<file path="config.mk">
export PLATFORM = sky130hd
export DESIGN_NAME = jog_mode_parameter_control
export DESIGN_NICKNAME = d
export VERILOG_FILES = /design/src/core/jog_pkg.sv /design/src/core/jog_mode_parameter_control.sv
export SDC_FILE = /design/constraint.sdc
export NUM_CORES = 1
export LEC_CHECK = 0
export BUFFER_PORTS_ARGS = -buffer_cell sky130_fd_sc_hd__clkbuf_2
export CAP_MARGIN = 20
export CORE_MARGIN = 1.5
export CORE_UTILIZATION = 58
export CTS_CLUSTER_DIAMETER = 30
export DETAILED_ROUTE_END_ITERATION = 7
export HOLD_SLACK_MARGIN = 0.1
export PLACE_DENSITY = 0.8
export SYNTH_ARGS = -nofsm -noshare
export SYNTH_HDL_FRONTEND = slang
export SYNTH_SLANG_ARGS = --single-unit
</file>
<file path="constraint.sdc">
create_clock -name core_clk -period 4.3 [get_ports core_clk]
set_input_delay 0.43 -clock core_clk [delete_from_list [all_inputs] [get_ports core_clk]]
set_output_delay 0.43 -clock core_clk [all_outputs]
set_load 0.01 [all_outputs]
</file>
<file path="src/core/jog_pkg.sv">
// Constants shared by the jog-mode parameter and sequencing logic.
// Assumes a 100 MHz core clock and 16-bit parameter addresses.
package jog_pkg;

	////////////////////////////////////////////////////////////////////////
	localparam logic [15:0] ADDR_INPUT_METHOD = 16'h0530;
	localparam logic [15:0] ADDR_BUS_METHOD   = 16'h2906;
	localparam logic [15:0] ADDR_SLOW_VEL     = 16'h2908;
	localparam logic [15:0] ADDR_FAST_VEL     = 16'h290A;
	localparam logic [15:0] ADDR_STEP_DIST    = 16'h290E;
	localparam logic [15:0] ADDR_DWELL        = 16'h2910;
	localparam logic [15:0] ADDR_MOVE_WORD    = 16'h1B12;

	////////////////////////////////////////////////////////////////////////
	localparam logic [15:0] RST_INPUT_METHOD = 16'h0001;
	localparam logic [15:0] RST_BUS_METHOD   = 16'h0001;
	localparam logic [31:0] RST_SLOW_VEL     = 32'h0000_003C;
	localparam logic [31:0] RST_FAST_VEL     = 32'h0000_00B4;
	localparam logic [31:0] RST_STEP_DIST    = 32'h0000_0014;
	localparam logic [15:0] RST_DWELL        = 16'h01F4;
	localparam logic [15:0] RST_MOVE_WORD    = 16'h0000;

	localparam logic [31:0] MAX_POS32  = 32'h7FFF_FFFF;
	localparam logic [15:0] MAX_DWELL  = 16'h7FFF;
	localparam logic [15:0] MAX_MOVE   = 16'h0007;
	localparam logic [15:0] METHOD_MAX = 16'h0001;

	localparam int MW_POS  = 0;
	localparam int MW_NEG  = 1;
	localparam int MW_FAST = 2;

	////////////////////////////////////////////////////////////////////////
	localparam int CLK_PERIOD_NS = 10;
	localparam int MS_NS         = 1000000;
	localparam int CYCLES_PER_MS = MS_NS / CLK_PERIOD_NS;

	typedef enum {
		ST_IDLE,
		ST_STEP,
		ST_DWELL,
		ST_CONT,
		ST_STOP
	} jog_state_t;

endpackage

</file>
<file path="src/core/jog_mode_parameter_control.sv">
// Jog-mode parameter store and movement sequencer for one servo axis.
// Assumes the motion core executes step and run commands and reports
// step completion and standstill, all synchronous to core_clk.
//
// What this block does
// RULE1 - Holds slow jog velocity, 1..2147483647, reset 60, used at once.
// RULE2 - Holds fast jog velocity, 1..2147483647, reset 180, used at once.
// RULE3 - Applied jog velocity is clamped to the ramp maximum velocity.
// RULE4 - Only in local mode, a fast/slow input picks the jog velocity.
// RULE5 - Outside party must configure the input for fast/slow select.
// RULE6 - Input jog method: 0 continuous, 1 step, reset 1, next move.
// RULE7 - Bus jog method: 0 continuous, 1 step, reset 1, used at once.
// RULE8 - Step distance 1..2147483647, reset 20, taken at next move.
// RULE9 - Dwell time in ms 1..32767, reset 500, taken at next move.
// RULE10 - Step mode moves step distance, then stands still for dwell.
// RULE11 - Standstill monitoring offered only while step method is active.
// RULE12 - Held request in step mode: step, dwell, then continuous motion.
// RULE13 - Bus master writes move word: bit0 pos, bit1 neg, bit2 fast.
// RULE14 - Jog ends at standstill with no request, halt, stop or error.
// RULE15 - Method selector chosen by request origin, inputs or fieldbus.
`timescale 1ns/1ps
module jog_mode_parameter_control
	import jog_pkg::*;
#(
	parameter int MS_CYCLES = CYCLES_PER_MS
) (
	input  wire logic        core_clk,
	input  wire logic        rst_b,
	input  wire logic        param_wr,
	input  wire logic        param_rd,
	input  wire logic [15:0] param_addr,
	input  wire logic [31:0] param_wdata,
	output logic      [31:0] param_rdata,
	output logic             param_ack,
	output logic             param_err,
	input  wire logic        local_mode,
	input  wire logic        sig_jog_pos,
	input  wire logic        sig_jog_neg,
	input  wire logic        sig_fast_sel,
	input  wire logic        fast_sel_func_en,
	input  wire logic [31:0] ramp_v_max,
	input  wire logic        step_done,
	input  wire logic        motor_standstill,
	input  wire logic        halt_req,
	input  wire logic        quick_stop,
	input  wire logic        error_detected,
	output logic             jog_active,
	output logic             move_neg,
	output logic      [31:0] move_velocity,
	output logic             step_start,
	output logic      [31:0] step_target,
	output logic             run_enable,
	output logic             standstill_mon_en
);
	import jog_pkg::*;

	////////////////////////////////////////////////////////////////////////
	logic [15:0] input_jog_method_select;
	logic [15:0] bus_jog_method_select;
	logic [31:0] jog_slow_velocity;
	logic [31:0] jog_fast_velocity;
	logic [31:0] jog_step_distance;
	logic [15:0] jog_step_dwell_time;
	logic [15:0] manual_move_request_word;

	logic        wr_ok;
	logic        mapped;
	logic [31:0] next_rdata;

	// Out-of-range writes are refused whole so velocities, step distance and dwell are never zero.
	always_comb begin
		mapped     = 1'b1;
		wr_ok      = 1'b0;
		next_rdata = 32'h0000_0000;
		case (param_addr)
			ADDR_INPUT_METHOD: begin
				next_rdata = {16'h0000, input_jog_method_select};
				wr_ok      = param_wdata <= {16'h0000, METHOD_MAX};
			end
			ADDR_BUS_METHOD: begin
				next_rdata = {16'h0000, bus_jog_method_select};
				wr_ok      = param_wdata <= {16'h0000, METHOD_MAX};
			end
			ADDR_SLOW_VEL: begin
				next_rdata = jog_slow_velocity;
				wr_ok      = param_wdata != 32'h0000_0000
					&& param_wdata <= MAX_POS32;
			end
			ADDR_FAST_VEL: begin
				next_rdata = jog_fast_velocity;
				wr_ok      = param_wdata != 32'h0000_0000
					&& param_wdata <= MAX_POS32;
			end
			ADDR_STEP_DIST: begin
				next_rdata = jog_step_distance;
				wr_ok      = param_wdata != 32'h0000_0000
					&& param_wdata <= MAX_POS32;
			end
			ADDR_DWELL: begin
				next_rdata = {16'h0000, jog_step_dwell_time};
				wr_ok      = param_wdata != 32'h0000_0000
					&& param_wdata <= {16'h0000, MAX_DWELL};
			end
			ADDR_MOVE_WORD: begin
				next_rdata = {16'h0000, manual_move_request_word};
				wr_ok      = param_wdata <= {16'h0000, MAX_MOVE};
			end
			default: begin
				mapped = 1'b0;
			end
		endcase
	end

	logic do_wr;
	assign do_wr = param_wr && wr_ok;

	always_ff @(posedge core_clk) begin
		if (!rst_b) begin
			input_jog_method_select  <= RST_INPUT_METHOD; // [RULE6]
			bus_jog_method_select    <= RST_BUS_METHOD; // [RULE7]
			jog_slow_velocity        <= RST_SLOW_VEL; // [RULE1]
			jog_fast_velocity        <= RST_FAST_VEL; // [RULE2]
			jog_step_distance        <= RST_STEP_DIST; // [RULE8]
			jog_step_dwell_time      <= RST_DWELL; // [RULE9]
			manual_move_request_word <= RST_MOVE_WORD;
		end else if (do_wr) begin
			case (param_addr)
				ADDR_INPUT_METHOD: input_jog_method_select <= param_wdata[15:0];
				ADDR_BUS_METHOD:   bus_jog_method_select <= param_wdata[15:0];
				ADDR_SLOW_VEL:     jog_slow_velocity <= param_wdata; // [RULE1]
				ADDR_FAST_VEL:     jog_fast_velocity <= param_wdata; // [RULE2]
				ADDR_STEP_DIST:    jog_step_distance <= param_wdata;
				ADDR_DWELL:        jog_step_dwell_time <= param_wdata[15:0];
				ADDR_MOVE_WORD:    manual_move_request_word <= param_wdata[15:0];
				default: begin
				end
			endcase
		end
	end

	always_ff @(posedge core_clk) begin
		if (!rst_b) begin
			param_ack   <= 1'b0;
			param_err   <= 1'b0;
			param_rdata <= 32'h0000_0000;
		end else begin
			param_ack   <= param_wr || param_rd;
			param_err   <= (param_wr && !wr_ok) || (param_rd && !mapped);
			param_rdata <= param_rd ? next_rdata : param_rdata;
		end
	end

	////////////////////////////////////////////////////////////////////////
	// Outside local mode a word request has priority; opposing directions together mean none.
	logic bus_pos, bus_neg, bus_origin, req_pos, req_neg, req_any;
	logic use_fast, live_step, stop_cause;
	logic [31:0] sel_vel;

	assign bus_pos    = manual_move_request_word[MW_POS]; // [RULE13]
	assign bus_neg    = manual_move_request_word[MW_NEG]; // [RULE13]
	assign bus_origin = !local_mode && (bus_pos || bus_neg);
	assign req_pos    = bus_origin ? bus_pos : sig_jog_pos;
	assign req_neg    = bus_origin ? bus_neg : sig_jog_neg;
	assign req_any    = req_pos ^ req_neg;
	assign stop_cause = halt_req || quick_stop || error_detected;

	always_comb begin
		use_fast = 1'b0;
		if (bus_origin) begin
			use_fast = manual_move_request_word[MW_FAST];
		end else if (local_mode && fast_sel_func_en) begin
			use_fast = sig_fast_sel; // [RULE4]
		end
		sel_vel = use_fast ? jog_fast_velocity : jog_slow_velocity;
		if (sel_vel > ramp_v_max) begin
			sel_vel = ramp_v_max; // [RULE3]
		end
	end

	// Bus method is read live; the input method is sampled at move start.
	assign live_step = bus_origin ? bus_jog_method_select[0] // [RULE15]
		: input_jog_method_select[0]; // [RULE15]

	////////////////////////////////////////////////////////////////////////
	jog_state_t  state;
	logic        dir_neg_latched;
	logic        method_step;
	logic [15:0] dwell_ms;
	logic [15:0] ms_left;
	logic [31:0] ms_div;

	always_ff @(posedge core_clk) begin
		if (!rst_b) begin
			state           <= ST_IDLE;
			dir_neg_latched <= 1'b0;
			method_step     <= 1'b0;
			dwell_ms        <= RST_DWELL;
			ms_left         <= 16'h0000;
			ms_div          <= 32'h0000_0000;
			step_start      <= 1'b0;
			step_target     <= 32'h0000_0000;
		end else begin
			step_start <= 1'b0;
			case (state)
				ST_IDLE: begin
					if (req_any && !stop_cause) begin
						dir_neg_latched <= req_neg;
						method_step     <= live_step; // [RULE6]
						dwell_ms        <= jog_step_dwell_time; // [RULE9]
						if (live_step) begin
							step_target <= jog_step_distance; // [RULE8] [RULE10]
							step_start  <= 1'b1;
							state       <= ST_STEP;
						end else begin
							state <= ST_CONT;
						end
					end
				end
				ST_STEP: begin
					// A short request still completes the whole step.
					if (stop_cause) begin
						state <= ST_STOP; // [RULE14]
					end else if (step_done) begin
						ms_left <= dwell_ms;
						ms_div  <= 32'(MS_CYCLES - 1);
						state   <= (req_any && req_neg == dir_neg_latched)
							? ST_DWELL : ST_STOP; // [RULE12]
					end
				end
				ST_DWELL: begin
					if (stop_cause || !req_any
						|| req_neg != dir_neg_latched) begin
						state <= ST_STOP; // [RULE14]
					end else if (ms_div != 32'h0000_0000) begin
						ms_div <= ms_div - 32'h0000_0001;
					end else if (ms_left > 16'h0001) begin
						ms_left <= ms_left - 16'h0001; // [RULE10]
						ms_div  <= 32'(MS_CYCLES - 1);
					end else begin
						state <= ST_CONT; // [RULE12]
					end
				end
				ST_CONT: begin
					if (stop_cause || !req_any
						|| req_neg != dir_neg_latched) begin
						state <= ST_STOP; // [RULE14]
					end else if (bus_origin && bus_jog_method_select[0]
						&& !method_step) begin
						method_step <= 1'b1; // [RULE7]
					end
				end
				ST_STOP: begin
					if (motor_standstill && (!req_any || stop_cause)) begin
						state <= ST_IDLE; // [RULE14]
					end
				end
				default: begin
					state <= ST_IDLE;
				end
			endcase
		end
	end

	always_ff @(posedge core_clk) begin
		if (!rst_b) begin
			jog_active        <= 1'b0;
			run_enable        <= 1'b0;
			move_neg          <= 1'b0;
			move_velocity     <= 32'h0000_0000;
			standstill_mon_en <= 1'b0;
		end else begin
			jog_active        <= state != ST_IDLE; // [RULE14]
			run_enable        <= state == ST_CONT;
			move_neg          <= dir_neg_latched;
			move_velocity     <= sel_vel; // [RULE1] [RULE2] [RULE3]
			standstill_mon_en <= state != ST_IDLE && method_step; // [RULE11]
		end
	end

endmodule

</file>
==> flow_summary_export.csv, run 1 <==
group,metric,value,unit
outcome,status,"completed",
detailed_routing,drt_first_pass_iters,6,
global_route,grt_pass1_vias,13100,
timing,rsz0062_at_grt,"no",
finish,drive_gt1_frac,0.216,
detailed_routing,via_per_inst,5.99,
global_route,antenna_found_initial,2,
detailed_routing,drtAntennaViolNets,0,
clocking,cts_made_buffers,66,
global_route,grt_first_pass_wirelength,67.9,mm
logic_synthesis,synth_area_leaders,"dfxtp_1 44%, mux2i_1 9.4%, nand2_1 7.9%",
logic_synthesis,syn_nets,1868,
hold_path,hold_path_class,"in -> reg",
clocking,cts_tree,"done",
timing,setup_viol,0,
pwr,switching_share,0.232,
logic_synthesis,synth_flop_cell,"dfxtp_1",
pwr,switchingPower,0.00210,W
timing,slew_headroom,0.441,
placement,dp_hpwl,28.4,mm
finish,fin_nets,2048,
global_route,grt_max_degree,172,
critical_path,critPathMaxFanout,32,
pwr,powerDensity,483,mW/mm^2
clocking,htree_levels,3,
timing,hold_viol_final,0,
die,ios,197,
placement,routabilityCongestion,0.919,
timing,clock_skew,30.6,ps
clocking,cts_hold_buf,0,
detailed_routing,drc,0,
die,start_util,0.588,
timing,worst_pin_slew,827,ps
die,die_y,165,um
pwr,p_leak,8.21,nW
critical_path,rr_worst_depth,14,
critical_path,crit-reg2reg-launch,"manual_move_request_word[0]$_SDFFE_PN0P_",
job,maxCapViolCount,0,
clocking,clkLatencyLatePin,550,ps
timing,timing.final.crit_share,0.827,
clocking,clk_pin_slew,50,ps
clocking,clock_path_buffers,3,
clocking,postCtsSetupBuffers,0,
critical_path,end_kind,"flop",
critical_path,startpoint,"manual_move_request_word[0]$_SDFFE_PN0P_",
pwr,p_comb_frac,0.067,
timing,drv_slew,0,
pwr,power.internal,0.00698,W
pwr,p_seq_frac,0.350,
die,dieArea,0.0272,sq mm
hold_path,worst_hold_startpoint,"ramp_v_max[3]",
die,die_width,165,um
clocking,root_buffer,"clkbuf_16",
die,core-area,0.0259,sq mm
hold_path,whs_path_depth,3,
detailed_routing,routed_wl,43.1,mm
die,rows,59,
clocking,cts_sinks,332,
logic_synthesis,yosys_warnings,0,
clocking,cts.repair.resized,0,
detailed_routing,vias,13800,
pwr,p_clk_frac,0.583,
timing,finalSetupTns,0,ps
critical_path,start_kind,"flop",
critical_path,worst_ep_required_time,4770,ps
logic_synthesis,synth-seq-cells,332,
logic_synthesis,syn_avg_cell_area,8.76,sq um
detailed_routing,drtIter0Drc,1600,
critical_path,critPathKind,"reg -> reg",
logic_synthesis,yosysUniqueCellTypes,66,
global_route,grt.total_usage,0.315,
logic_synthesis,synth_edf_count,0,
critical_path,cp_data_arrival_time,4020,ps
finish,syn2layout_area_growth,23.5,%
logic_synthesis,yosysSeqAreaShare,0.437,
logic_synthesis,synthCells,1738,
logic_synthesis,synth_area_leader_cell,"dfxtp_1",
placement,port_buffers,196,
global_route,grt_overflow,0,
logic_synthesis,async_flop_share,0,
timing,layout_min_cycle_time,3560,ps
logic_synthesis,netlist_area,0.0152,sq mm
logic_synthesis,synth_top_area_frac,0.437,
pwr,ir_drop,0.402,mV
timing,max_freq,281,MHz
pwr,power,0.00908,W
detailed_routing,routedWlPerCell,18.7,um
-- per-layer routing --
layer  part of all wire  vias to the layer above  global-route usage  wire (um)
met4              0.044                        2               0.160       1880
met1               0.42                     6545               0.413      18100
met5            0.00035                        -                   0         15
met3              0.083                      140              0.0608       3570
li1                   -                     6486                   -          -
met2               0.45                      638               0.491      19500
-- worst paths after layout --
path | to | slack [ps]
min reg2reg | jog_step_distance[31]$_SDFFE_PN0P_ | 450
max reg2reg | move_velocity[7]$_SDFF_PN0_ | 740
max | move_velocity[7]$_SDFF_PN0_ | 740
min | move_velocity[3]$_SDFF_PN0_ | 110
-- through the flow --
step | setup slack [ps] | cells | utilization | hold WS [ps] | area [sq um]
after global placement | 782 | 2185 | 0.636 | 435 | 16500
after floorplan | 639 | 1738 | - | 415 | 15200
after CTS | 778 | 2303 | 0.726 | 104 | 18800
after global routing | 586 | 2303 | 0.726 | 120 | 18800
after detailed placement | 684 | 2185 | 0.636 | 442 | 16500
final | 743 | 2305 | 0.726 | 114 | 18800
-- cells in the final DEF (no fill, tap or decap), types with 52 or more instances in the layout --
cell type and count:
dfxtp_1 332, nand2_1 321, clkbuf_2 195, mux2i_1 143, nor2_1 118, a21oi_1 101, clkbuf_16 68, mux2_2 63
inv_1 52, and2_1 52
-- cell families after synthesis --
group | after synthesis | share of synthesized area
AND/OR/NAND/NOR | 670 | 0.203
flip-flops | 332 | 0.437
AO/OA/AOI/OAI | 301 | 0.132
multiplexers | 206 | 0.141
buffers and inverters | 169 | 0.0445
adder cells (fa/ha/maj) | 36 | 0.0296
XOR/XNOR | 24 | 0.0138
-- critical path: stages (launching register included) --
cell	delay, ps
dfxtp_1	350
nor2_1	120
nor2_1	70
a32oi_2	150
buf_4	440
mux2_2	420
ha_1	290
a21oi_1	140
o21ai_0	130
a221oi_1	340
o21ai_0	200
a21oi_1	190
or2_2	160
buf_12	230
mux2i_1	240
-- Yosys cell counts (7+ instances only) --
| cell | n |
|---|---|
| o22ai_1 | 8 |
| nand3_1 | 30 |
| nand2_1 | 321 |
| nor2b_1 | 7 |
| o21ai_0 | 30 |
| and2_1 | 52 |
| and3_1 | 7 |
| mux2i_1 | 143 |
| nand4_1 | 13 |
| a22o_1 | 27 |
| xnor2_1 | 19 |
| clkbuf_1 | 93 |
| a31oi_1 | 24 |
| or3_1 | 13 |
| a22oi_1 | 27 |
| a21o_1 | 10 |
| ha_1 | 36 |
| inv_1 | 53 |
| a21oi_1 | 101 |
| nor2_1 | 121 |
| nand2b_1 | 18 |
| nor4_1 | 22 |
| dfxtp_1 | 332 |
| o211ai_1 | 11 |
| and4_1 | 7 |
| nor3_1 | 29 |
| buf_1 | 7 |
| buf_2 | 11 |
| mux2_2 | 63 |
| a222oi_1 | 16 |
-- final cells by class --
class                           instances  area (sq um)
Tap cell                              335           419
Timing Repair Buffer                  228          1280
Clock inverter                         35           483
Sequential cell                       332          6650
Inverter                               53           200
Antenna cell                            2          5.00
Fill cell                            1855          7100
Multi-Input combinational cell       1237          7940
Clock buffer                           83          1840
-- sequential cells by signal, indices dropped and copies added (netlist names), 3 cells and up --
signal                    flops
param_rdata                  32
jog_slow_velocity            32
bus_jog_method_select        16
state                         3
dwell_ms                     16
ms_left                      16
step_target                  32
jog_fast_velocity            32
jog_step_distance            32
input_jog_method_select      16
jog_step_dwell_time          16
move_velocity                32
manual_move_request_word     16
ms_div                       32
-- power by group through the flow --
stage / logic, W / clock network [W] / registers, W
final: 0.000611 / 0.00530 / 0.00317
after global routing: 0.000667 / 0.00548 / 0.00318
after CTS: 0.000597 / 0.00533 / 0.00317
after floorplan: 0.000405 / 0 / 0.00321
after detailed placement: 0.000591 / 0 / 0.00323
after global placement: 0.000579 / 0 / 0.00323
Power figures use the tool's default switching activity.
==> inputs of run 2 (changes only) <==
==> constraint.sdc (replaced) <==
create_clock -name core_clk -period 3.45 [get_ports core_clk]
set_input_delay 0.345 -clock core_clk [delete_from_list [all_inputs] [get_ports core_clk]]
set_output_delay 0.345 -clock core_clk [all_outputs]
set_load 0.01 [all_outputs]
==> run 2 against run 1 <==
Compared with the run above:
- first-iteration DRC count grew 7.1%
- sequential share of layout area shrank 0.79 points
- combinational power grew 36%
- sequential power grew 24%
- total power grew 18%
- clock power grew 13%
- critical path type unchanged
- clock skew is essentially flat
- global-route usage grew 0.92 points
- via count grew 2.1%
==> flow_summary_export.csv, run 2 (same netlist as run 1, synthesis figures left out) <==
group,metric,value,unit
finish,syn2layout_area_growth,26.3,%
timing,max_freq,299,MHz
pwr,p_clk_frac,0.557,
critical_path,cp_data_arrival_time,3840,ps
detailed_routing,via_per_inst,5.99,
detailed_routing,drc,0,
die,rows,59,
detailed_routing,drt_first_pass_iters,7,
global_route,grt_first_pass_wirelength,70.4,mm
detailed_routing,routedWlPerCell,19.2,um
finish,fin_nets,2098,
placement,routabilityCongestion,0.910,
global_route,grt_pass1_vias,13700,
pwr,power.internal,0.00807,W
die,start_util,0.588,
critical_path,end_kind,"flop",
timing,worst_pin_slew,917,ps
clocking,root_buffer,"clkbuf_16",
critical_path,rr_worst_depth,15,
die,die_y,165,um
detailed_routing,routed_wl,45.1,mm
finish,final_common_cell,"dfxtp_1",
finish,fin_util,0.742,
finish,drive_gt1_frac,0.220,
clocking,cts_tree,"done",
hold_path,worst_hold_startpoint,"param_wdata[20]",
die,core-area,0.0259,sq mm
clocking,htree_levels,2,
timing,timing.final.ws_setup,103,ps
critical_path,start_kind,"flop",
critical_path,rr_endpoint,"move_velocity[21]$_SDFF_PN0_",
global_route,grt.total_usage,0.324,
timing,layout_min_cycle_time,3350,ps
clocking,cts_sinks,332,
timing,setup_viol,0,
critical_path,critPathMaxFanout,18,
job,maxCapViolCount,0,
pwr,p_comb_frac,0.077,
clocking,cts_made_buffers,60,
global_route,grt_overflow,0,
pwr,ir_drop,0.457,mV
outcome,status,"completed",
global_route,antenna_found_initial,0,
hold_path,holdPathEnd,"jog_slow_velocity[20]$_SDFFE_PN0P_",
finish,antenna_cells,0,
die,die_width,165,um
timing,drv_slew,0,
timing,timing.final.crit_share,0.970,
finish,fill_cells,1772,
placement,pre_cts_slack,62.3,ps
die,ios,197,
hold_path,whs_path_depth,3,
pwr,power,0.0108,W
timing,timing.hold.ws,111,ps
pwr,powerDensity,559,mW/mm^2
critical_path,critPathKind,"reg -> reg",
critical_path,regToRegSetupSlack,100,ps
placement,dp_hpwl,28.3,mm
critical_path,crit-reg2reg-launch,"manual_move_request_word[0]$_SDFFE_PN0P_",
pwr,switchingPower,0.00269,W
pwr,p_leak,8.35,nW
timing,clock_skew,30.7,ps
timing,hold_viol_final,0,
hold_path,hold_path_class,"in -> reg",
global_route,grt_max_degree,118,
clocking,clkLatencyLatePin,580,ps
die,dieArea,0.0272,sq mm
detailed_routing,drtIter0Drc,1713,
critical_path,worst_ep_required_time,3950,ps
detailed_routing,drtAntennaViolNets,0,
pwr,switching_share,0.250,
finish,final_cell_mix,"332 x dfxtp_1, 321 x nand2_1, 195 x clkbuf_2",
clocking,clock_path_buffers,3,
placement,port_buffers,196,
clocking,clk_pin_slew,50,ps
timing,slew_headroom,0.388,
pwr,p_seq_frac,0.366,
detailed_routing,vias,14100,
run 2: cell types whose count changed in the layout (fill, tap and decap cells not counted), sizes merged, moves of 3 or more:
cell and delta:
bufinv -3, dlygate4sd3 +39, clkbuf -14, clkinvlp +11
buf +15
run 2: worst max-delay path by stage:
stage                                             start                           endpoint  slack (ps)  cells after the start
5_1_grt        manual_move_request_word[0]$_SDFFE_PN0P_       move_velocity[21]$_SDFF_PN0_        -100                     15
2_1_floorplan  manual_move_request_word[0]$_SDFFE_PN0P_       move_velocity[10]$_SDFF_PN0_          20                     15
3_3_place_gp                                 local_mode       move_velocity[29]$_SDFF_PN0_         120                     14
4_1_cts        manual_move_request_word[0]$_SDFFE_PN0P_       move_velocity[28]$_SDFF_PN0_         160                     14
3_5_place_dp                              param_addr[0]  jog_step_distance[7]$_SDFFE_PN0P_          60                      9
6_report       manual_move_request_word[0]$_SDFFE_PN0P_       move_velocity[21]$_SDFF_PN0_         100                     15
run 2: repair_timing:
item | 4_1_cts | 5_1_grt
endpoints found under the hold margin | 45 | 0
setup endpoints to repair | 0 | 7
hold buffers | 39 | 0
resized for setup | 0 | 6
setup buffers | 0 | 4
run 2: layout make-up:
class,instances,area (sq um),share of cell area
Sequential cell,332,6650,0.346
Inverter,53,200,0.0104
Multi-Input combinational cell,1237,7960,0.414
Tap cell,335,419,0.0218
Clock inverter,46,519,0.0270
Timing Repair Buffer,284,1910,0.0995
Clock buffer,67,1580,0.0820
run 2: power groups by stage:
| stage | clock network [W] | logic (W) | registers (W) |
|---|---|---|---|
| 6_report | 0.00599 | 0.000832 | 0.00393 |
| 5_1_grt | 0.00622 | 0.000908 | 0.00394 |
| 4_1_cts | 0.00600 | 0.000803 | 0.00393 |
| 3_5_place_dp | 0 | 0.000761 | 0.00401 |
| 3_3_place_gp | 0 | 0.000742 | 0.00401 |
| 2_1_floorplan | 0 | 0.000505 | 0.00400 |
run 2: per-layer routing:
layer / up-vias / share of wire / track usage
li1: 6588 / - / -
met1: 6683 / 0.41 / 0.416
met2: 693 / 0.46 / 0.531
met3: 135 / 0.085 / 0.0603
met4: 0 / 0.040 / 0.139
met5: - / 0 / 0
run 2: critical path: stages, from the launching register on:
cell and delay [ps]:
dfxtp_1 300, nor2_1 100, nor2_1 80, a32oi_4 260
buf_4 170, buf_12 140, mux2_2 370, ha_1 300
a21o_1 160, a21o_1 170, a221oi_1 280, o21ai_1 170
a21oi_2 170, or2_4 170, buf_12 180, mux2i_2 230
run 2: through the flow:
stage               TNS [ps]  cell area [sq um]  instances
global route           -1080              19200       2354
global placement           0              16600       2195
detailed placement         0              16600       2195
floorplan                  0              15200       1738
CTS                        0              19100       2347
finish                     0              19200       2354
